### src/rtl/rpcfg_map.vh
`ifndef RPCFG_MAP_VH
`define RPCFG_MAP_VH
// configuration offsets (byte addresses within the function's space)
`define RPCFG_OFF_VENDOR 12'h000
`define RPCFG_OFF_PART 12'h002
`define RPCFG_OFF_COMMAND 12'h004
`define RPCFG_OFF_STATUS 12'h006
// command bit positions
`define RPCFG_CMD_IOSE 0
`define RPCFG_CMD_MSE 1
`define RPCFG_CMD_BME 2
`define RPCFG_CMD_PERRE 6
`define RPCFG_CMD_SERRE 8
`define RPCFG_CMD_INTDIS 10
// writable command bits and reset value
`define RPCFG_CMD_WMASK 16'h0547
`define RPCFG_CMD_LMASK 16'h0007
`define RPCFG_CMD_RESET 16'h0000
// status bit positions
`define RPCFG_STS_INTX 3
`define RPCFG_STS_MDPE 8
`define RPCFG_STS_SSE 14
// identity codes (arbitrary values)
`define RPCFG_VENDOR_CODE 16'h1AB5
`define RPCFG_PART_BASE 16'h5A10
`endif

### src/rtl/rpcfg_cmd.v
`timescale 1ns/1ps
`include "rpcfg_map.vh"
// Contract
// (RULE1) read-only vendor code at offset zero
// (RULE2) read-only part code varies per function and link mode; code tracks link mode only when dev_sel is 0, function only otherwise
// (RULE3) interrupt disable bit set suppresses legacy interrupts
// (RULE4) interrupt disable never blocks routing of downstream interrupt messages
// (RULE5) interrupt disable gates error, root error message, hotplug and power interrupts
// (RULE6) unused legacy command bits read zero and ignore writes
// (RULE7) error report enable lets detected uncorrectable errors reach core logic
// (RULE8) error report enable also gates forwarded fatal and nonfatal messages
// (RULE9) error report enable clear: nothing fatal or nonfatal reaches core logic
// (RULE10) parity checking always runs regardless of parity response bit
// (RULE11) parity response bit qualifies the master data parity flag
// (RULE12) memory enable set: memory ranges decode secondary accesses
// (RULE13) memory enable clear: every secondary memory access gets unsupported request
// (RULE14) io accesses answered only while io enable set
// (RULE15) all writable command bits reset to zero
// (RULE16) parity flag set only with parity response on and poisoned data
// (RULE17) legacy interrupt sent only when not disabled and status pending
// (RULE18) system error flag set only when reporting with report enable set
// (RULE19) bus master enable clear blocks upstream requests from secondary side
// (RULE20) locked variants ignore writes to master, memory and io enables
module rpcfg_cmd (
   input wire clock,
   input wire srst,
   // configuration access
   input wire cfg_rd,
   input wire cfg_wr,
   input wire [11:0] cfg_addr,
   input wire [1:0] cfg_be,
   input wire [15:0] cfg_wdata,
   output reg [15:0] cfg_rdata,
   output reg cfg_ack,
   // identity straps
   input wire [1:0] func_num,
   input wire [1:0] dev_sel,
   input wire link_mode,
   input wire lockable,
   input wire cfg_lock,
   // interrupt sources
   input wire int_port_err,
   input wire int_rp_msg,
   input wire int_hp_pm,
   input wire msi_in,
   output reg intx_assert,
   output reg msi_route,
   // error sources
   input wire unc_err_det,
   input wire err_msg_rx,
   input wire poison_rx,
   input wire poison_fwd,
   input wire parity_err_det,
   output reg core_err_notify,
   output reg parity_err_sig,
   // secondary memory and io
   input wire mem_req,
   input wire mem_hit,
   input wire io_req,
   input wire io_hit,
   output reg mem_accept,
   output reg mem_ur,
   output reg io_accept,
   output reg io_ur,
   // upstream mastering
   input wire up_req,
   output reg up_grant,
   // live controls
   output reg [15:0] command_out,
   output reg [15:0] status_out
);
   reg [15:0] command_reg;
   reg [15:0] command_next;
   reg intx_pend_reg;
   reg mdpe_reg;
   reg sse_reg;
   wire [15:0] part_code;
   wire perre;
   wire serre;
   wire [15:0] status_view;
   wire [15:0] wmask;
   wire err_report;

   rpcfg_part_sel u_part (
      .func_num(func_num),
      .dev_sel(dev_sel),
      .link_mode(link_mode),
      .part_code(part_code) // RULE2
   );

   function hit;
      input [11:0] addr;
      input [11:0] off;
      begin
         hit = (addr[11:1] == off[11:1]);
      end
   endfunction

   assign perre = command_reg[`RPCFG_CMD_PERRE];
   assign serre = command_reg[`RPCFG_CMD_SERRE];
   // locked bits drop out of the write mask rather than being restored later
   assign wmask = (lockable && cfg_lock) ?
                  (`RPCFG_CMD_WMASK & ~`RPCFG_CMD_LMASK) : `RPCFG_CMD_WMASK; // RULE20 RULE6
   assign err_report = serre & (unc_err_det | err_msg_rx); // RULE7 RULE8 RULE9
   assign status_view = {1'b0, sse_reg, 5'h00, mdpe_reg, 4'h0, intx_pend_reg, 3'h0};

   always @* begin
      command_next = command_reg;
      if (cfg_wr && hit(cfg_addr, `RPCFG_OFF_COMMAND)) begin
         if (cfg_be[0])
            command_next[7:0] = (cfg_wdata[7:0] & wmask[7:0]) | (command_reg[7:0] & ~wmask[7:0]);
         if (cfg_be[1])
            command_next[15:8] = (cfg_wdata[15:8] & wmask[15:8]) |
                                 (command_reg[15:8] & ~wmask[15:8]);
      end
   end

   always @(posedge clock) begin
      if (srst) begin
         command_reg <= `RPCFG_CMD_RESET; // RULE15
         intx_pend_reg <= 1'b0;
         mdpe_reg <= 1'b0;
         sse_reg <= 1'b0;
         cfg_rdata <= 16'h0000;
         cfg_ack <= 1'b0;
         intx_assert <= 1'b0;
         msi_route <= 1'b0;
         core_err_notify <= 1'b0;
         parity_err_sig <= 1'b0;
         mem_accept <= 1'b0;
         mem_ur <= 1'b0;
         io_accept <= 1'b0;
         io_ur <= 1'b0;
         up_grant <= 1'b0;
         command_out <= `RPCFG_CMD_RESET;
         status_out <= 16'h0000;
      end else begin
         command_reg <= command_next;
         // pending interrupt is independent of the disable bit
         intx_pend_reg <= int_port_err | int_rp_msg | int_hp_pm; // RULE5
         // set wins over a write-one-to-clear in the same cycle
         if (perre && (poison_rx || poison_fwd))
            mdpe_reg <= 1'b1; // RULE11 RULE16
         else if (cfg_wr && cfg_be[1] && hit(cfg_addr, `RPCFG_OFF_STATUS) &&
                  cfg_wdata[`RPCFG_STS_MDPE])
            mdpe_reg <= 1'b0;
         if (err_report)
            sse_reg <= 1'b1; // RULE18
         else if (cfg_wr && cfg_be[1] && hit(cfg_addr, `RPCFG_OFF_STATUS) &&
                  cfg_wdata[`RPCFG_STS_SSE])
            sse_reg <= 1'b0;
         cfg_ack <= cfg_rd | cfg_wr;
         if (cfg_rd) begin
            if (hit(cfg_addr, `RPCFG_OFF_VENDOR))
               cfg_rdata <= `RPCFG_VENDOR_CODE; // RULE1
            else if (hit(cfg_addr, `RPCFG_OFF_PART))
               cfg_rdata <= part_code; // RULE2
            else if (hit(cfg_addr, `RPCFG_OFF_COMMAND))
               cfg_rdata <= command_reg; // RULE6
            else if (hit(cfg_addr, `RPCFG_OFF_STATUS))
               cfg_rdata <= status_view;
            else
               cfg_rdata <= 16'h0000;
         end
         intx_assert <= ~command_reg[`RPCFG_CMD_INTDIS] & intx_pend_reg; // RULE3 RULE17
         msi_route <= msi_in; // RULE4
         core_err_notify <= err_report; // RULE7 RULE8 RULE9
         parity_err_sig <= parity_err_det; // RULE10
         mem_accept <= mem_req & mem_hit & command_reg[`RPCFG_CMD_MSE]; // RULE12
         mem_ur <= mem_req & ~command_reg[`RPCFG_CMD_MSE]; // RULE13
         io_accept <= io_req & io_hit & command_reg[`RPCFG_CMD_IOSE]; // RULE14
         io_ur <= io_req & ~command_reg[`RPCFG_CMD_IOSE]; // RULE14
         up_grant <= up_req & command_reg[`RPCFG_CMD_BME]; // RULE19
         command_out <= command_reg;
         status_out <= status_view;
      end
   end
endmodule

### src/rtl/rpcfg_part_sel.v
`timescale 1ns/1ps
`include "rpcfg_map.vh"
// picks the part code for this port function
module rpcfg_part_sel (
   // strap inputs
   input wire [1:0] func_num,
   input wire [1:0] dev_sel,
   input wire link_mode,
   // result
   output reg [15:0] part_code
);
   always @* begin
      case (dev_sel)
         2'h0: part_code = `RPCFG_PART_BASE + {15'h0000, ~link_mode};
         2'h1: part_code = `RPCFG_PART_BASE + 16'h0004 + {14'h0000, func_num};
         default: part_code = `RPCFG_PART_BASE + 16'h0008 + {14'h0000, func_num};
      endcase
   end
endmodule

### config.mk
export PLATFORM = sky130hd
export DESIGN_NAME = rpcfg_cmd
export DESIGN_NICKNAME = d
export VERILOG_FILES = /design/src/rtl/rpcfg_cmd.v /design/src/rtl/rpcfg_part_sel.v
export VERILOG_INCLUDE_DIRS = /design/src /design/src/rtl
export SDC_FILE = /design/constraint.sdc
export NUM_CORES = 1
export LEC_CHECK = 0
export BUFFER_PORTS_ARGS = -buffer_cell sky130_fd_sc_hd__buf_4
export CAP_MARGIN = 15
export CORE_ASPECT_RATIO = 0.8
export CORE_MARGIN = 2
export CORE_UTILIZATION = 30
export CTS_CLUSTER_DIAMETER = 40
export DETAILED_ROUTE_END_ITERATION = 7
export GPL_TIMING_DRIVEN = 0
export MAX_ROUTING_LAYER = met4
export SLEW_MARGIN = 0
export SYNTH_ARGS = -nofsm -noshare
export SYNTH_HDL_FRONTEND = slang
export SYNTH_SLANG_ARGS = --single-unit
### constraint.sdc
create_clock -name clock -period 1.8 [get_ports clock]
set_input_delay 0.27 -clock clock [delete_from_list [all_inputs] [get_ports clock]]
set_output_delay 0.27 -clock clock [all_outputs]
set_load 0.03 [all_outputs]
==> run_results.csv, run 1 <==
group,metric,value,unit
finish,largest_reg_flops,12,
synth,synth-seq-area-share,0.454,
grt,grt_max_degree,13,
cts,h-tree-depth,2,
sta,slew_headroom,0.444,
drt,vias_per_cell,4.14,
synth,async_flop_share,0,
finish,nFillCells,549,
drt,wl,4.39,mm
grt,overflow,0,
floorplan,initial_utilization,0.317,
cts,clk_pin_slew,0.07,ns
synth,netlist-cell-type-count,45,
critical_path,cp-end-kind,"flop",
sta,maxClockFrequency,619,MHz
synth,avgSynthCellArea,10.1,µm²
finish,fin_area,2630,µm²
cts,root_buffer,"clkbuf_8",
critical_path,cp_data_arrival_time,1.80,ns
sta,worst_pin_slew,0.826,ns
sta,skew,0.000564,ns
grt,grt_busiest_layer,"met2",
cts,numClockSinks,40,
cts,cts_buffers,5,
critical_path,worstRegToRegCells,2,
finish,fin_util,0.473,
drt,vias,1498,
sta,final.setup.worst_slack,0.184,ns
sta,rsz0062_at_grt,"no",
cts,hold_buffers,0,
sta,setup_viol,0,
hold_path,min_path_type,"in -> reg",
floorplan,fp.coreArea,5560,µm²
critical_path,worstPathMaxFanout,6,
placed_design,post-place-ws,-0.0911,ns
floorplan,dieArea,6510,µm²
critical_path,r2r_end,"cfg_rdata[14]",
critical_path,r2r_slack,0.86,ns
power,p_per_area,685,nW/µm²
drt,first_pass_iters,4,
finish,antenna_cells,0,
grt,met2_usage,0.207,
hold_path,holdPathStages,2,
finish,final_cell_mix,"buf_4, dfxtp_1, conb_1",
drt,wl_per_cell,12.1,µm
drt,drt_iter0_markers,37,
placed_design,postPlaceCellArea,2540,µm²
critical_path,crit_path_start_kind,"primary input",
grt,grt_pass1_wl,6.99,mm
synth,synthCells,175,
critical_path,worst_ep_required_time,1.98,ns
critical_path,rr_startpoint,"cfg_rdata[14]",
cts,cts_tree,"done",
drt,drtAntennaViolNets,0,
cts,postCtsSetupBuffers,0,
grt,grt_util_met1,0.184,
synth,yosys_warnings,0,
floorplan,die_h,72.6,µm
critical_path,path_class,"in -> reg",
synth,synthFlopType,"dfxtp_1",
finish,syn_to_final_growth,49.1,%
hold_path,hp-start,"cfg_wdata[14]",
power,p_leak,1.25,nW
floorplan,io_pins,113,
sta,post-route-period-util,0.898,
placed_design,gp_congestion,0.790,
grt,grt_pass1_vias,1416,
finish,nets,338,
placed_design,place_hpwl,3.47,mm
cts,insertion_delay,0.29,ns
sta,min_period,1.62,ns
finish,final_layout_size_suffix_gt1_frac,0.465,
synth,synth-seq-cells,40,
synth,syn_area,1760,µm²
grt,met3_usage,0.0457,
floorplan,rows,24,
hold_path,min_to,"sse_reg",
run_status,outcome,"finished clean",
power,vdd_ir_drop_max,0.235,mV
floorplan,die_w,89.7,µm
finish,final_common_cell,"buf_4",
drt,drc,0,
grt,antenna_found_initial,0,
grt,grt_use_total,0.143,
placed_design,numPortBuffers,79,
run,maxCapViolations,0,
sta,slew_violations,0,
cts,max-clock-path-buffers,2,
cts,cts_resized,0,
sta,hold_slack,0.154,ns
synth,synth_edf_count,0,
sta,hold_viol,0,
-- synth_stat cells, drive strengths merged (2+ instances only) --
master	number	area, µm²
mux2	6	67.6
inv	2	7.51
or3b	3	26.3
a21oi	2	10.0
a32o	2	20.0
o41ai	3	26.3
buf	27	203
nor2	6	22.5
mux2i	2	20.0
nand4	2	12.5
or2	3	18.8
nor4	5	52.6
nor3b	6	45.0
nand2b	2	12.5
clkbuf	7	26.3
a31oi	2	12.5
nand2	4	15.0
a22o	2	17.5
nand4b	2	17.5
nor2b	20	125
nor3	3	20.0
dfxtp	40	801
and3b	2	17.5
and2	2	12.5
o21ai	3	15.0
-- through the flow --
step | total power [W] | cells | TNS, ns
2_1_floorplan | 0.00110 | 197 | 0
3_3_place_gp | 0.00121 | 354 | -0.501
3_5_place_dp | 0.00121 | 354 | -0.598
4_1_cts | 0.00182 | 362 | 0
5_1_grt | 0.00189 | 362 | 0
6_report | 0.00180 | 362 | 0
-- cell type report --
cell class              count  area [µm²]  share of cell area
clock inverters             2        10.0             0.00381
clock buffers               6        82.6              0.0314
well taps                  78        97.6              0.0371
flip-flops and latches     40         801               0.305
plain buffers              34         229              0.0871
inverters                   2        7.51             0.00286
repair buffers             79         593               0.226
multi-input cells         121         808               0.307
-- per-layer routing --
metal	up-vias	wire length [µm]
met3	10	381
met4	0	93
met5	-	0
li1	787	-
met1	629	2070
met2	72	1850
-- worst max path at each step --
stage	startpoint	endpoint	slack, ns	depth (start not counted)
floorplan	cfg_addr[8]	command_reg[0]	0.17	3
global placement	cfg_addr[11]	command_reg[2]	-0.09	5
detailed placement	cfg_addr[11]	command_reg[0]	-0.09	5
CTS	cfg_addr[11]	command_reg[2]	0.22	5
global route	cfg_addr[8]	cfg_rdata[8]	0.12	4
finish	cfg_addr[11]	command_reg[1]	0.18	5
-- kinds of logic after synthesis --
kind of cell,synth area share
buffers and inverters,0.134
DFF,0.454
muxes,0.0497
AOI/OAI and AO/OA,0.0972
and+or+nand+nor,0.263
other,0.00213
-- where the power goes --
group	total, W	switching, W	internal (W)
logic	0.000292	0.000159	0.000133
registers	0.000897	0.00000302	0.000894
clock network	0.000612	0.000307	0.000306
total	0.00180	0.000469	0.00133
-- worst max-delay path, cell delays in order --
cell	delay, ns
buf_4	0.11
or3_1	0.38
clkbuf_1	0.22
nor4_4	0.44
mux2_2	0.37
Power figures use the tool's default switching activity.
==> run 2: changes to the inputs <==
--- a/config.mk
+++ b/config.mk
@@ -15,6 +15,7 @@
 export DETAILED_ROUTE_END_ITERATION = 7
 export GPL_TIMING_DRIVEN = 0
 export MAX_ROUTING_LAYER = met4
+export SETUP_SLACK_MARGIN = 0.3
 export SLEW_MARGIN = 0
 export SYNTH_ARGS = -nofsm -noshare
 export SYNTH_HDL_FRONTEND = slang
==> run 2 against run 1 <==
Compared with the run above: via count rose by 4.7%; design area rose by 2.5%; highest routed layer unchanged; first-iteration DRC count rose by 59%; largest power group unchanged.
==> run_results.csv, run 2 (synthesized netlist as in run 1, its figures left out) <==
group,metric,value,unit
finish,largest_reg_flops,12,
floorplan,io_pins,113,
power,vdd_ir_drop_max,0.250,mV
cts,h-tree-depth,2,
power,p_int,0.00130,W
cts,numClockSinks,40,
finish,final_common_cell,"buf_4",
critical_path,crit_family,"simple AND/OR/NAND/NOR gates",
floorplan,fp.coreArea,5560,µm²
drt,wl_per_cell,12.5,µm
run,maxCapViolations,0,
drt,drt_iter0_markers,59,
critical_path,slowest_delay,0.38,ns
run_status,outcome,"finished clean",
drt,drtAntennaViolNets,0,
drt,vias_per_cell,4.31,
finish,syn_to_final_growth,52.9,%
hold_path,min_path_type,"in -> reg",
floorplan,die_h,72.6,µm
hold_path,hp-start,"cfg_wdata[14]",
grt,grt_use_total,0.143,
placed_design,place_hpwl,3.57,mm
cts,max-clock-path-buffers,2,
sta,min_period,1.49,ns
floorplan,rows,24,
power,p_leak,1.28,nW
critical_path,crit_path_start_kind,"primary input",
critical_path,path_buf_inv,3,
power,swShare,0.267,
cts,cts_buffers,5,
critical_path,worst_path_max_delay_cell,"or3_4",
cts,clk_pin_slew,0.08,ns
critical_path,worstPathCellList,"buf_4, or3_4, buf_8, nor4_4, buf_4, mux2_2",
finish,multi_input_area,850,µm²
placed_design,postPlaceCellArea,2560,µm²
placed_design,gp_congestion,0.787,
finish,final_cell_mix,"buf_4, dfxtp_1, conb_1",
grt,grt_pass1_wl,7.20,mm
critical_path,rr_startpoint,"cfg_rdata[8]",
cts,hold_buffers,0,
sta,post-route-period-util,0.826,
sta,setup_viol,0,
drt,wl,4.54,mm
finish,fin_cells,364,
finish,nFillCells,558,
drt,first_pass_iters,4,
sta,tns,0,ns
finish,fin_util,0.485,
sta,maxClockFrequency,673,MHz
critical_path,worstPathMaxFanout,6,
placed_design,numPortBuffers,79,
power,fin_total_pwr,0.00178,W
finish,antenna_cells,0,
critical_path,worstRegToRegCells,2,
power,power_frac_seq,0.505,
floorplan,die_w,89.7,µm
power,pwr-share-clk,0.326,
critical_path,r2r_slack,0.86,ns
sta,slew_violations,0,
drt,drc,0,
cts,cts_tree,"done",
drt,vias,1568,
grt,grt_pass1_vias,1502,
floorplan,dieArea,6510,µm²
grt,grt_max_degree,14,
power,p_per_area,660,nW/µm²
cts,insertion_delay,0.29,ns
power,p_comb_frac,0.169,
finish,final_layout_size_suffix_gt1_frac,0.483,
grt,antenna_found_initial,0,
finish,seqCellArea,801,µm²
floorplan,initial_utilization,0.317,
cts,root_buffer,"clkbuf_8",
critical_path,cp_data_arrival_time,1.67,ns
hold_path,min_to,"sse_reg",
critical_path,r2r_end,"cfg_rdata[8]",
power,power.switching,0.000475,W
critical_path,worst_ep_required_time,1.98,ns
critical_path,path_class,"in -> reg",
sta,rsz0062_at_grt,"yes",
placed_design,numPlacedInstances,354,
critical_path,worst_path_most_repeated_cell,"buf_4",
grt,overflow,0,
finish,nets,340,
hold_path,holdPathStages,2,
finish,fin_area,2700,µm²
sta,hold_viol,0,
critical_path,cp-end-kind,"flop",
sta,skew,0.00647,ns
-- run 2: worst max path at each step --
stage | from | end | slack [ns] | cells after the start
final | cfg_addr[11] | command_reg[2] | 0.31 | 6
after global routing | cfg_addr[11] | command_reg[2] | 0.27 | 6
after CTS | cfg_addr[11] | command_reg[2] | 0.30 | 5
after detailed placement | cfg_addr[11] | command_reg[1] | -0.02 | 5
after global placement | cfg_addr[11] | command_reg[2] | -0.0008 | 5
after floorplan | cfg_addr[11] | command_reg[0] | 0.21 | 4
-- run 2: power groups by stage --
stage | sequential (W) | clock, W | combinational [W]
final | 0.000897 | 0.000579 | 0.000301
after global routing | 0.000899 | 0.000638 | 0.000323
after CTS | 0.000897 | 0.000604 | 0.000294
after detailed placement | 0.000918 | 0 | 0.000294
after global placement | 0.000918 | 0 | 0.000292
after floorplan | 0.000936 | 0 | 0.000162
-- run 2: timing repair --
item,CTS,global route
setup buffers,0,2
pin swaps,0,1
gates cloned,0,0
endpoints found under the setup margin,3,10
gates resized for setup,0,8
endpoints found under the hold margin,0,0
-- run 2: cell type report --
type / instances / area share
clock buffer: 5 / 0.0255
timing repair buffer: 81 / 0.227
clock inverter: 3 / 0.00696
inverter: 2 / 0.00279
multi-input combinational: 121 / 0.315
sequential: 40 / 0.297
buffer: 34 / 0.0891
tap: 78 / 0.0362
-- run 2: layer usage --
layer  up-vias  part of all wire  wire (µm)  track usage
met3         4             0.091        412       0.0467
met4         0            0.0079         36       0.0427
met2        74              0.45       2050        0.213
li1        793                 -          -            -
met1       697              0.45       2040        0.187
met5         -                 0          0            -
-- run 2: through the flow --
stage                     setup WS (ns)  hold slack (ns)
after global routing              0.270            0.159
after CTS                         0.296            0.145
after global placement        -0.000756            0.452
after detailed placement        -0.0164            0.456
after floorplan                   0.209            0.351
final                             0.314            0.156
-- run 2: worst register-to-register path, cell delays in order (launching register included) --
cell and delay (ns):
dfxtp_1 0.33, or3b_2 0.45, o41ai_1 0.07
